--- src/pkg/bos_pkg.sv ---
// constants for the binary output selector
// Function
// four terminals, each with own function select
// chosen function may be inverted per terminal
// per-terminal delay passes only stable levels
// code 2: zero or binary input override
// code 4: high in ready-to-switch-on state
// code 5: high in wait-operating-enable state
// code 6: high in any run state
// code 8 supply present, code 7 auxiliaries
// codes 9, 10 low-active contactor off
// code 11 low-active line contactor checkback
// code 12: ramp-function generator active
// code 13: counter-clockwise rotation with hysteresis
// code 14 low-active brake switch-on command
// codes 16-21 speed below thresholds
// code 22: speed setpoint reached
// codes 24-26 low-active alarm outputs
// code 27 low-active cooling fault, unsuppressed
// code 29: current setpoint at limit
// codes 30, 31 field contactor commands
// code 32 torque change, 33 power hot
// codes 34, 35 limit value monitors
// code 3 low-active fault indication
// fault low in fault state, else high
// codes above 35 drive zero
// codes 0 and 1 constant zero, one
package bos_pkg;
   localparam int unsigned NUM_OUT = 4;
   localparam int unsigned SEL_W   = 6;
   localparam int unsigned DLY_W   = 16;
   localparam int unsigned TICK_W  = 24;

   // register byte addresses
   localparam logic [7:0] INVERT_OFS = 8'h00;
   localparam logic [7:0] SELECT_OFS = 8'h04;
   localparam logic [7:0] DELAY1_OFS = 8'h08;
   localparam logic [7:0] DELAY2_OFS = 8'h0c;
   localparam logic [7:0] DELAY3_OFS = 8'h10;
   localparam logic [7:0] DELAY4_OFS = 8'h14;
   localparam logic [7:0] STATUS_OFS = 8'h18;

   // field positions
   localparam int unsigned STATUS_TERM_LSB = 0;
   localparam int unsigned STATUS_RAW_LSB  = 4;

   // reset values
   localparam logic [3:0]       INVERT_RST = 4'h0;
   localparam logic [SEL_W-1:0] SELECT_RST = 6'h00;
   localparam logic [DLY_W-1:0] DELAY_RST  = 16'h0000;

   // axi responses
   localparam logic [1:0] RESP_OKAY   = 2'h0;
   localparam logic [1:0] RESP_SLVERR = 2'h2;

   // operating state codes (0 = run)
   localparam logic [3:0] ST_RUN         = 4'h0;
   localparam logic [3:0] ST_WAIT_ENABLE = 4'h1;
   localparam logic [3:0] ST_READY_ON    = 4'h7;
   localparam logic [3:0] ST_FAULT       = 4'hb;

   // selection codes
   localparam logic [SEL_W-1:0] SEL_ZERO     = 6'h00;
   localparam logic [SEL_W-1:0] SEL_ONE      = 6'h01;
   localparam logic [SEL_W-1:0] SEL_OVERRIDE = 6'h02;
   localparam logic [SEL_W-1:0] SEL_FAULT    = 6'h03;
   localparam logic [SEL_W-1:0] SEL_READY_ON = 6'h04;
   localparam logic [SEL_W-1:0] SEL_READY    = 6'h05;
   localparam logic [SEL_W-1:0] SEL_RUN      = 6'h06;
   localparam logic [SEL_W-1:0] SEL_LAST     = 6'h23;

   // delay time base: one millisecond per delay unit
   localparam int unsigned CLOCK_PERIOD_PS = 4000;
   localparam int unsigned DELAY_UNIT_NS   = 1000000;
   localparam int unsigned DELAY_UNIT_CYCLES =
      DELAY_UNIT_NS * 1000 / CLOCK_PERIOD_PS;
endpackage

--- src/core/bos_selector.sv ---
// four selectable, invertible, delay-filtered binary output terminals
//
// Implementation choices: the register offsets and the AXI4-Lite interface to the registers.
`timescale 1ns/1ps
module bos_selector #(
   parameter int unsigned DELAY_UNIT_CYCLES = bos_pkg::DELAY_UNIT_CYCLES
) (
   // clock and reset
   input  wire logic        clock,
   input  wire logic        reset,
   // axi4-lite write address
   input  wire logic        s_axi_awvalid,
   output logic             s_axi_awready,
   input  wire logic [7:0]  s_axi_awaddr,
   input  wire logic [2:0]  s_axi_awprot,
   // axi4-lite write data
   input  wire logic        s_axi_wvalid,
   output logic             s_axi_wready,
   input  wire logic [31:0] s_axi_wdata,
   input  wire logic [3:0]  s_axi_wstrb,
   // axi4-lite write response
   output logic             s_axi_bvalid,
   input  wire logic        s_axi_bready,
   output logic [1:0]       s_axi_bresp,
   // axi4-lite read
   input  wire logic        s_axi_arvalid,
   output logic             s_axi_arready,
   input  wire logic [7:0]  s_axi_araddr,
   input  wire logic [2:0]  s_axi_arprot,
   output logic             s_axi_rvalid,
   input  wire logic        s_axi_rready,
   output logic [31:0]      s_axi_rdata,
   output logic [1:0]       s_axi_rresp,
   // drive status, same clock
   input  wire logic [3:0]  op_state,
   input  wire logic        aux_on,
   input  wire logic        supply_present,
   input  wire logic        contactor_ctrl_off,
   input  wire logic        estop_contactor_off,
   input  wire logic        line_contactor_in_input,
   input  wire logic        ramp_active,
   input  wire logic        ccw_rotation,
   input  wire logic        brake_on_cmd,
   input  wire logic        current_above_ix,
   input  wire logic [5:0]  speed_below,
   input  wire logic        speed_set_reached,
   input  wire logic        speed_below_excess,
   input  wire logic        alarm_any,
   input  wire logic        motor_overload_alarm_a,
   input  wire logic        motor_overload_alarm_b,
   input  wire logic        motor_overload_alarm_c,
   input  wire logic        converter_overload_alarm,
   input  wire logic        cooling_fault,
   input  wire logic        field_below_min,
   input  wire logic        current_at_limit,
   input  wire logic [1:0]  field_contactor_cmd,
   input  wire logic        torque_dir_changed,
   input  wire logic        power_section_hot,
   input  wire logic [1:0]  limit_monitor,
   // binary input override, one per terminal
   input  wire logic [3:0]  override_en,
   input  wire logic [3:0]  override_level,
   // terminals
   output logic [3:0]       terminal_out
);
   localparam int unsigned N  = bos_pkg::NUM_OUT;
   localparam int unsigned SW = bos_pkg::SEL_W;
   localparam int unsigned DW = bos_pkg::DLY_W;

   typedef struct packed {
      logic [N-1:0]         inv;
      logic [N-1:0][SW-1:0] sel;
      logic [N-1:0][DW-1:0] dly;
      logic [N-1:0][DW-1:0] cnt;
      logic [N-1:0]         term;
      logic [bos_pkg::TICK_W-1:0] tick_cnt;
      logic                 tick;
      logic                 aw_got;
      logic [7:0]           aw_addr;
      logic                 w_got;
      logic [31:0]          wdata;
      logic [3:0]           wstrb;
      logic                 bvalid;
      logic [1:0]           bresp;
      logic                 rvalid;
      logic [31:0]          rdata;
      logic [1:0]           rresp;
   } bos_state_s;

   bos_state_s st_ff;
   bos_state_s nxt_st;
   logic [N-1:0] func_lvl;
   logic [N-1:0] raw_lvl;
   logic [N-1:0] dly_done;

   // internal function level for one selection code
   function automatic logic func_level(input logic [SW-1:0] code,
                                       input logic ovr_en,
                                       input logic ovr_lvl);
      logic v;
      v = 1'b0;
      case (code)
         // constant levels
         6'h00: v = 1'b0;
         6'h01: v = 1'b1;
         // override by binary input
         6'h02: v = ovr_en & ovr_lvl;
         // fault low active
         6'h03: v = (op_state != bos_pkg::ST_FAULT);
         // ready to switch on
         6'h04: v = (op_state == bos_pkg::ST_READY_ON);
         // waiting for enable
         6'h05: v = (op_state == bos_pkg::ST_WAIT_ENABLE);
         // any run state
         6'h06: v = (op_state == bos_pkg::ST_RUN);
         // auxiliaries and supply
         6'h07: v = aux_on;
         6'h08: v = supply_present;
         // contactor off, low active
         6'h09: v = ~contactor_ctrl_off;
         6'h0a: v = ~estop_contactor_off;
         // checkback low active
         6'h0b: v = ~line_contactor_in_input;
         // ramp generator
         6'h0c: v = ramp_active;
         // rotation, hysteresis upstream
         6'h0d: v = ccw_rotation;
         // brake command low active
         6'h0e: v = ~brake_on_cmd;
         6'h0f: v = current_above_ix;
         // speed thresholds
         6'h10: v = speed_below[0];
         6'h11: v = speed_below[1];
         6'h12: v = speed_below[2];
         6'h13: v = speed_below[3];
         6'h14: v = speed_below[4];
         6'h15: v = speed_below[5];
         // setpoint reached
         6'h16: v = speed_set_reached;
         6'h17: v = speed_below_excess;
         // alarms low active
         6'h18: v = ~alarm_any;
         6'h19: v = ~(motor_overload_alarm_a | motor_overload_alarm_b
                      | motor_overload_alarm_c);
         6'h1a: v = ~converter_overload_alarm;
         // cooling fault regardless of suppression
         6'h1b: v = ~cooling_fault;
         6'h1c: v = ~field_below_min;
         // current limit
         6'h1d: v = current_at_limit;
         // field contactors
         6'h1e: v = field_contactor_cmd[0];
         6'h1f: v = field_contactor_cmd[1];
         // torque change, power hot
         6'h20: v = torque_dir_changed;
         6'h21: v = power_section_hot;
         // limit monitors
         6'h22: v = limit_monitor[0];
         6'h23: v = limit_monitor[1];
         // reserved codes
         default: v = 1'b0;
      endcase
      return v;
   endfunction

   // one selector per terminal
   for (genvar g = 0; g < N; g++)
   begin : g_out
      logic lvl;
      // always_comb, so status inputs read inside the function wake it
      always_comb
      begin
         lvl = func_level(st_ff.sel[g], override_en[g], override_level[g]);
      end
      assign func_lvl[g] = lvl;
      // inversion before filter
      assign raw_lvl[g]  = func_lvl[g] ^ st_ff.inv[g];
      assign dly_done[g] = (st_ff.cnt[g] >= st_ff.dly[g]);
   end

   always_comb
   begin
      logic [31:0] rd;
      logic        wr_ok;
      logic        rd_ok;
      rd     = 32'h0000_0000;
      wr_ok  = 1'b1;
      rd_ok  = 1'b1;
      nxt_st = st_ff;

      // millisecond time base
      nxt_st.tick = 1'b0;
      if (st_ff.tick_cnt >= DELAY_UNIT_CYCLES[bos_pkg::TICK_W-1:0] - 1'b1)
      begin
         nxt_st.tick_cnt = '0;
         nxt_st.tick     = 1'b1;
      end
      else
      begin
         nxt_st.tick_cnt = st_ff.tick_cnt + 1'b1;
      end

      // stability filter
      for (int i = 0; i < N; i++)
      begin
         if (raw_lvl[i] == st_ff.term[i])
         begin
            nxt_st.cnt[i] = '0;
         end
         else if (dly_done[i])
         begin
            nxt_st.term[i] = raw_lvl[i];
            nxt_st.cnt[i]  = '0;
         end
         else if (st_ff.tick)
         begin
            nxt_st.cnt[i] = st_ff.cnt[i] + 1'b1;
         end
      end

      // write channel capture
      if (s_axi_awvalid && s_axi_awready)
      begin
         nxt_st.aw_got  = 1'b1;
         nxt_st.aw_addr = s_axi_awaddr;
      end
      if (s_axi_wvalid && s_axi_wready)
      begin
         nxt_st.w_got = 1'b1;
         nxt_st.wdata = s_axi_wdata;
         nxt_st.wstrb = s_axi_wstrb;
      end
      if (st_ff.aw_got && st_ff.w_got)
      begin
         nxt_st.aw_got = 1'b0;
         nxt_st.w_got  = 1'b0;
         nxt_st.bvalid = 1'b1;
         case (st_ff.aw_addr & 8'hfc)
            bos_pkg::INVERT_OFS:
               if (st_ff.wstrb[0])
               begin
                  nxt_st.inv = st_ff.wdata[3:0];
               end
            bos_pkg::SELECT_OFS:
               for (int i = 0; i < N; i++)
               begin
                  if (st_ff.wstrb[i])
                  begin
                     nxt_st.sel[i] = st_ff.wdata[8*i +: SW];
                  end
               end
            bos_pkg::DELAY1_OFS, bos_pkg::DELAY2_OFS,
            bos_pkg::DELAY3_OFS, bos_pkg::DELAY4_OFS:
               for (int b = 0; b < 2; b++)
               begin
                  if (st_ff.wstrb[b])
                  begin
                     nxt_st.dly[st_ff.aw_addr[3:2] - 2'h2][8*b +: 8] =
                        st_ff.wdata[8*b +: 8];
                  end
               end
            bos_pkg::STATUS_OFS: wr_ok = 1'b1;
            default: wr_ok = 1'b0;
         endcase
         nxt_st.bresp = wr_ok ? bos_pkg::RESP_OKAY : bos_pkg::RESP_SLVERR;
      end
      else if (st_ff.bvalid && s_axi_bready)
      begin
         nxt_st.bvalid = 1'b0;
      end

      // read channel
      if (s_axi_arvalid && s_axi_arready)
      begin
         case (s_axi_araddr & 8'hfc)
            bos_pkg::INVERT_OFS: rd[3:0] = st_ff.inv;
            bos_pkg::SELECT_OFS:
               for (int i = 0; i < N; i++)
               begin
                  rd[8*i +: SW] = st_ff.sel[i];
               end
            bos_pkg::DELAY1_OFS: rd[DW-1:0] = st_ff.dly[0];
            bos_pkg::DELAY2_OFS: rd[DW-1:0] = st_ff.dly[1];
            bos_pkg::DELAY3_OFS: rd[DW-1:0] = st_ff.dly[2];
            bos_pkg::DELAY4_OFS: rd[DW-1:0] = st_ff.dly[3];
            bos_pkg::STATUS_OFS:
            begin
               rd[bos_pkg::STATUS_TERM_LSB +: N] = st_ff.term;
               rd[bos_pkg::STATUS_RAW_LSB +: N]  = raw_lvl;
            end
            default: rd_ok = 1'b0;
         endcase
         nxt_st.rvalid = 1'b1;
         nxt_st.rdata  = rd;
         nxt_st.rresp  = rd_ok ? bos_pkg::RESP_OKAY : bos_pkg::RESP_SLVERR;
      end
      else if (st_ff.rvalid && s_axi_rready)
      begin
         nxt_st.rvalid = 1'b0;
      end
   end

   always_ff @(posedge clock)
   begin
      if (reset)
      begin
         st_ff     <= '0;
         st_ff.inv <= bos_pkg::INVERT_RST;
         for (int i = 0; i < N; i++)
         begin
            st_ff.sel[i] <= bos_pkg::SELECT_RST;
            st_ff.dly[i] <= bos_pkg::DELAY_RST;
         end
      end
      else
      begin
         st_ff <= nxt_st;
      end
   end

   assign s_axi_awready = ~st_ff.aw_got & ~st_ff.bvalid;
   assign s_axi_wready  = ~st_ff.w_got & ~st_ff.bvalid;
   assign s_axi_bvalid  = st_ff.bvalid;
   assign s_axi_bresp   = st_ff.bresp;
   assign s_axi_arready = ~st_ff.rvalid;
   assign s_axi_rvalid  = st_ff.rvalid;
   assign s_axi_rdata   = st_ff.rdata;
   assign s_axi_rresp   = st_ff.rresp;
   assign terminal_out  = st_ff.term;
endmodule

--- config.mk ---
export PLATFORM = sky130hd
export DESIGN_NAME = bos_selector
export DESIGN_NICKNAME = d
export VERILOG_FILES = /design/src/pkg/bos_pkg.sv /design/src/core/bos_selector.sv
export SDC_FILE = /design/constraint.sdc
export NUM_CORES = 1
export LEC_CHECK = 0
export BUFFER_PORTS_ARGS = -buffer_cell sky130_fd_sc_hd__buf_2
export CAP_MARGIN = 20
export CORE_MARGIN = 3
export CORE_UTILIZATION = 40
export DETAILED_ROUTE_END_ITERATION = 12
export PLACE_DENSITY_LB_ADDON = 0.2
export RECOVER_POWER = 100
export SYNTH_ARGS = -nofsm -noshare
export SYNTH_HDL_FRONTEND = slang
export SYNTH_SLANG_ARGS = --single-unit
export TNS_END_PERCENT = 20
--- constraint.sdc ---
create_clock -name clock -period 6.3 [get_ports clock]
set_input_delay 1.26 -clock clock [delete_from_list [all_inputs] [get_ports clock]]
set_output_delay 1.26 -clock clock [all_outputs]
set_load 0.05 [all_outputs]
After elaboration in Yosys (flattened, before gate mapping). Cells that the tools add are included.

Register bits: 263. Output and inout port bits: 45. Logic and storage cells: 293.

Reduce and logical (&&, ||, !) cells: 31. Eq/ne operators: 159. Mux-type cells: 32. $add $sub $neg: 6. Bitwise logic cells: 29. Magnitude comparators: 7.

Operators by type and width (count): 6-bit by 5-bit == test with 1-bit output (second input constant) (64); 64-bit two-way mux (4); 6-bit by 4-bit == test with 1-bit output (second input constant) (32); 1-bit case mux with 35 select lines (4); 6-bit by 3-bit == test with 1-bit output (second input constant) (22); 64-bit bitwise mux (2); 6-bit == test (second input constant) (16); 6-bit by 2-bit == test with 1-bit output (second input constant) (12); 16-bit by 1-bit adder with 16-bit output (second input constant) (4); 16-bit demux with 2-bit select (2); 16-bit >= comparator (4); 6-bit by 1-bit == test with 1-bit output (second input constant) (6); 6-bit case mux with 5 select lines (1); 4-bit case mux with 7 select lines (1); 24-bit by 1-bit adder with 24-bit output (second input constant) (1); 24-bit by 18-bit >= comparator with 1-bit output (second input constant) (1); 1-bit inverter (17); 8-bit logical NOT (2); 16-bit two-way mux (1); 3-bit AND reduction (5); 7-bit OR reduction (2); 6-bit two-way mux (2); 2-bit case mux with 6 select lines (1); 3-bit OR reduction (4); 21 further kinds (54).

Logic depth before layout (Yosys ltp).
Depth in word-level cells: 11. Gate-level depth with buffers: 11.

Least setup slack after synthesis. OpenSTA, ideal clock, no wires.

Path type: input port to flip-flop. Start: input op_state[1]. End: register st_ff[167] (netlist name). Stages on the path: 8. Required time: 6184 ps. Path slack: 2849 ps. Setup time: 116 ps. Arrival: 3335 ps. Cells stage by stage: or4b_1 -> or3_1 -> a21oi_2 -> nor4_1 -> a2111oi_4 -> a21oi_2 -> buf_2 -> o211a_1.

Cells in the longest elaborated chain, start to end: 5. Elaborated cells on any way between the ends: 8.

Ends and longest elaborated chain: start: declaration (RTL line bos_selector.sv:35) `input wire logic [3:0] op_state,`; 4-bit by 1-bit == test with 1-bit output, or another cell as far along (RTL line bos_selector.sv:113) `6'h05: v = (op_state == bos_pkg::ST_WAIT_ENABLE);`; 1-bit case mux with 35 select lines * (RTL line bos_selector.sv:102) `case (code)`; 1-bit XOR * (RTL line bos_selector.sv:177) `assign raw_lvl[g] = func_lvl[g] ^ st_ff.inv[g];`; 1-bit == test * (RTL line bos_selector.sv:206) `if (raw_lvl[i] == st_ff.term[i])`; 3-bit OR reduction (no source line) *; end signal: assignment (RTL line bos_selector.sv:317) `st_ff <= nxt_st;`; end: declaration (RTL line bos_selector.sv:90) `bos_state_s st_ff;`.

Every way passes the cells marked *; elsewhere a longest branch is shown, timed or not. A chain may end at the register's enable or synchronous reset.

Worst setup path after layout. Ends and elaborated chain as after synthesis.

==> results.txt <==
run status = finished with violations
violations in the final reports = max-capacitance violations, max-slew violations
GRT overflow = 0
y dimension of the die = 193 um
overall via count from detail_route = 12,100
R2R Setup Slk = 1.63 ns
Seq/Total Area, Yosys = 0.366
num rows = 67
Post-Route Hold Slack = 0.448 ns
proportion of synthesized flip-flops having asynchronous set or reset = 0
Setup Buffers After CTS = 0
max capacitance violation total = 2
headroom to the max-slew limit = -0.537
maximum frequency from static timing analysis = 0.201 GHz
CP most frequent cell = a21oi_2
number of flops mapped to enable cells by yosys = 0
Post-Route Skew = 0.0223 ns
biggest area consumer among synthesized cells = dfxtp_1
cells along the critical path = buf_2 > or4b_1 > or3_1 > a21oi_2 > nor4_1 > a2111oi_0 > a21oi_2 > o211a_1
DRC errors left = 0
number of top-level pins = 153
critical path data required time = 6.75 ns
dominant combinational cell family by area after synthesis = simple AND/OR/NAND/NOR gates
most common cell in the netlist = dfxtp_1
layout overhead on the synthesized area = 11.8%
unrepaired setup endpoints after global routing = no
insertion delay of the later-clocked pin in the worst-skew pair = 0.56 ns
Die X = 193 um
synthesized-area fraction occupied by ao, oa, aoi and oai cells = 0.146
Hold-fix buffers, CTS = 0
critical-path cell with the highest stage delay = a2111oi_0
number of storage elements in the synthesis netlist = 257
Post-Synthesis Cells = 1,650
CP Buf/Inv Count = 1
maximum number of pins on one net before global-route repair = 101
die area = 37,400 um2
largest voltage drop on the vdd net = 0.214 mV
share of the synthesized area in the top cell type = 0.366
Clk Tree Root Cell = clkbuf_16
Routed WL = 41,200 um
critical path's top delay family = compound AO/OA/AOI/OAI gates
Resized cells post-CTS = 0
kind of start point of the critical path = input port
Bufs on Longest Clock Path = 3
hold violation count in the final report = 0
main flop type after synthesis = dfxtp_1
Slew Limit Fails = 106
weighted congestion at the end of routability-driven global placement = 0.906
antenna violations before repair = 2
distinct cell type count after synthesis = 82
wire length of the first global-routing pass = 65,700 um
worst-path maximum fanout = 16
clock period minus final worst setup slack = 4.98 ns
fraction of layout instances using a drive strength above 1 = 0.0999
number of global-route vias before repair = 11,500
Total GRT Usage = 0.213
post-synthesis xor/xnor area fraction = 0.0535
fillcell total = 3,435
final worst-path cycle share = 0.790
level count of the clock H-tree = 1
sum of negative setup slack = 0 ns
kind of capture point of the worst setup path = register
HPWL reported at the end of detailed placement = 30,000 um
Synth Area in Adders = 0.0615
fraction of the mapped netlist area in simple logic gates = 0.209
clock sinks = 257
CORE AREA = 34,000 um2
Leakage = 6.21 nW
cell area after synthesis = 14,000 um2
number of warnings issued by yosys = 0
number of nets at the end of the flow = 1,887
share of cell area taken by muxes after synthesis = 0.0929
most numerous cell types in the synthesized netlist = dfxtp_1 (257), nor2_1 (165), nand2_1 (153)
initial standard-cell utilization of the core = 0.413
top area cells in the synthesized netlist = dfxtp_1 (37%), mux2i_1 (8.5%), ha_1 (6.1%), nor2_1 (4.4%), nand2_1 (4.1%)
TritonCTS Buffers = 29
first drt pass iteration count = 8
Mean Syn Cell Area = 8.51 um2
routed wirelength normalized by instance count = 18.9 um
CTS tree = built
worst endpoint data arrival time = 5.43 ns
average vias per placed instance = 5.55
Setup Crit Path Kind = input port to register
Clock transition at path regs = 0.06 ns
cell area power density = 230 nW/um2
Worst Hold Class = register to register
Port Buf Inserts = 132
initial detailed-routing violation count = 821
Final setup violation count = 0
worst stage delay on the critical path = 1.82 ns
number of antenna-violating nets in the routed design = 0
Worst-Margin Slew = 2.25 ns
flip-flops by register name (all words and copies together), names as in the netlist:
signal / count
st_ff: 221
s_axi_rdata: 28
terminal_out: 4
s_axi_bresp: 1
s_axi_bvalid: 1
s_axi_rresp: 1
s_axi_rvalid: 1
final timing paths:
check / startpoint / endpoint / depth (start not counted)
hold / removal: s_axi_rdata[7] / s_axi_rdata[7] / 2
hold reg to reg: s_axi_rdata[7] / s_axi_rdata[7] / 2
setup reg to reg: st_ff[259] / st_ff[167] / 6
setup / recovery: op_state[1] / st_ff[167] / 8
cell families after synthesis:
logic type	count (synthesis)
DFF	257
and+or+nand+nor	599
muxes	127
buffers and inverters	216
other	1
AOI/OAI and AO/OA	300
xor gates and xnor gates	81
adders and majority gates	69
placed cells by master (no fill, tap or decap), drive strengths merged, types with 28 or more instances in the layout:
master and count:
dfxtp 257, nor3 60, buf 105, inv 89
nand2 153, and3 29, a21oi 97, nand3 48
o21ai 45, nor2 165, xor2 50, clkbuf 83
xnor2 28, mux2i 119, ha 69
per-layer routing:
| metal | track usage | routed length [um] | vias up |
|---|---|---|---|
| li1 | - | - | 5917 |
| met1 | 0.320 | 20200 | 5768 |
| met2 | 0.324 | 17600 | 366 |
| met3 | 0.0320 | 2660 | 61 |
| met4 | 0.0439 | 758 | 2 |
| met5 | 0 | 12 | - |
through the flow:
stage,worst slack [ns],cells,area (um2),utilization,total power [W]
finish,1.32,2181,15700,0.461,0.00361
CTS,2.67,2177,15800,0.463,0.00364
floorplan,2.85,1661,14100,-,0.00183
detailed placement,2.09,2124,14800,0.434,0.00193
global route,1.27,2180,15700,0.461,0.00373
global placement,2.14,2122,14700,0.432,0.00192
final cells by class:
type,instances,area (um2),share of cell area
multi-input cells,1188,7930,0.505
flip-flops and latches,257,5140,0.328
clock buffers,42,855,0.0544
repair buffers,146,751,0.0478
well taps,448,561,0.0357
inverters,88,330,0.0210
clock inverters,11,123,0.00781
diodes,1,2.50,0.000159
report_power, final:
part           internal (W)  total, W  switching (W)
Clock               0.00102   0.00171       0.000692
Combinational     0.0000667  0.000208       0.000141
Sequential          0.00165   0.00169      0.0000352
worst register-to-register path: cells and delay by family, from the launching register on:
family           cells  cell delay [ns]
AND/OR/NAND/NOR      1             0.10
multiplexers         1             0.63
flip-flops           1             0.83
AO/OA/AOI/OAI        4             3.00
Note: power is estimated with default switching activity, not from simulation.
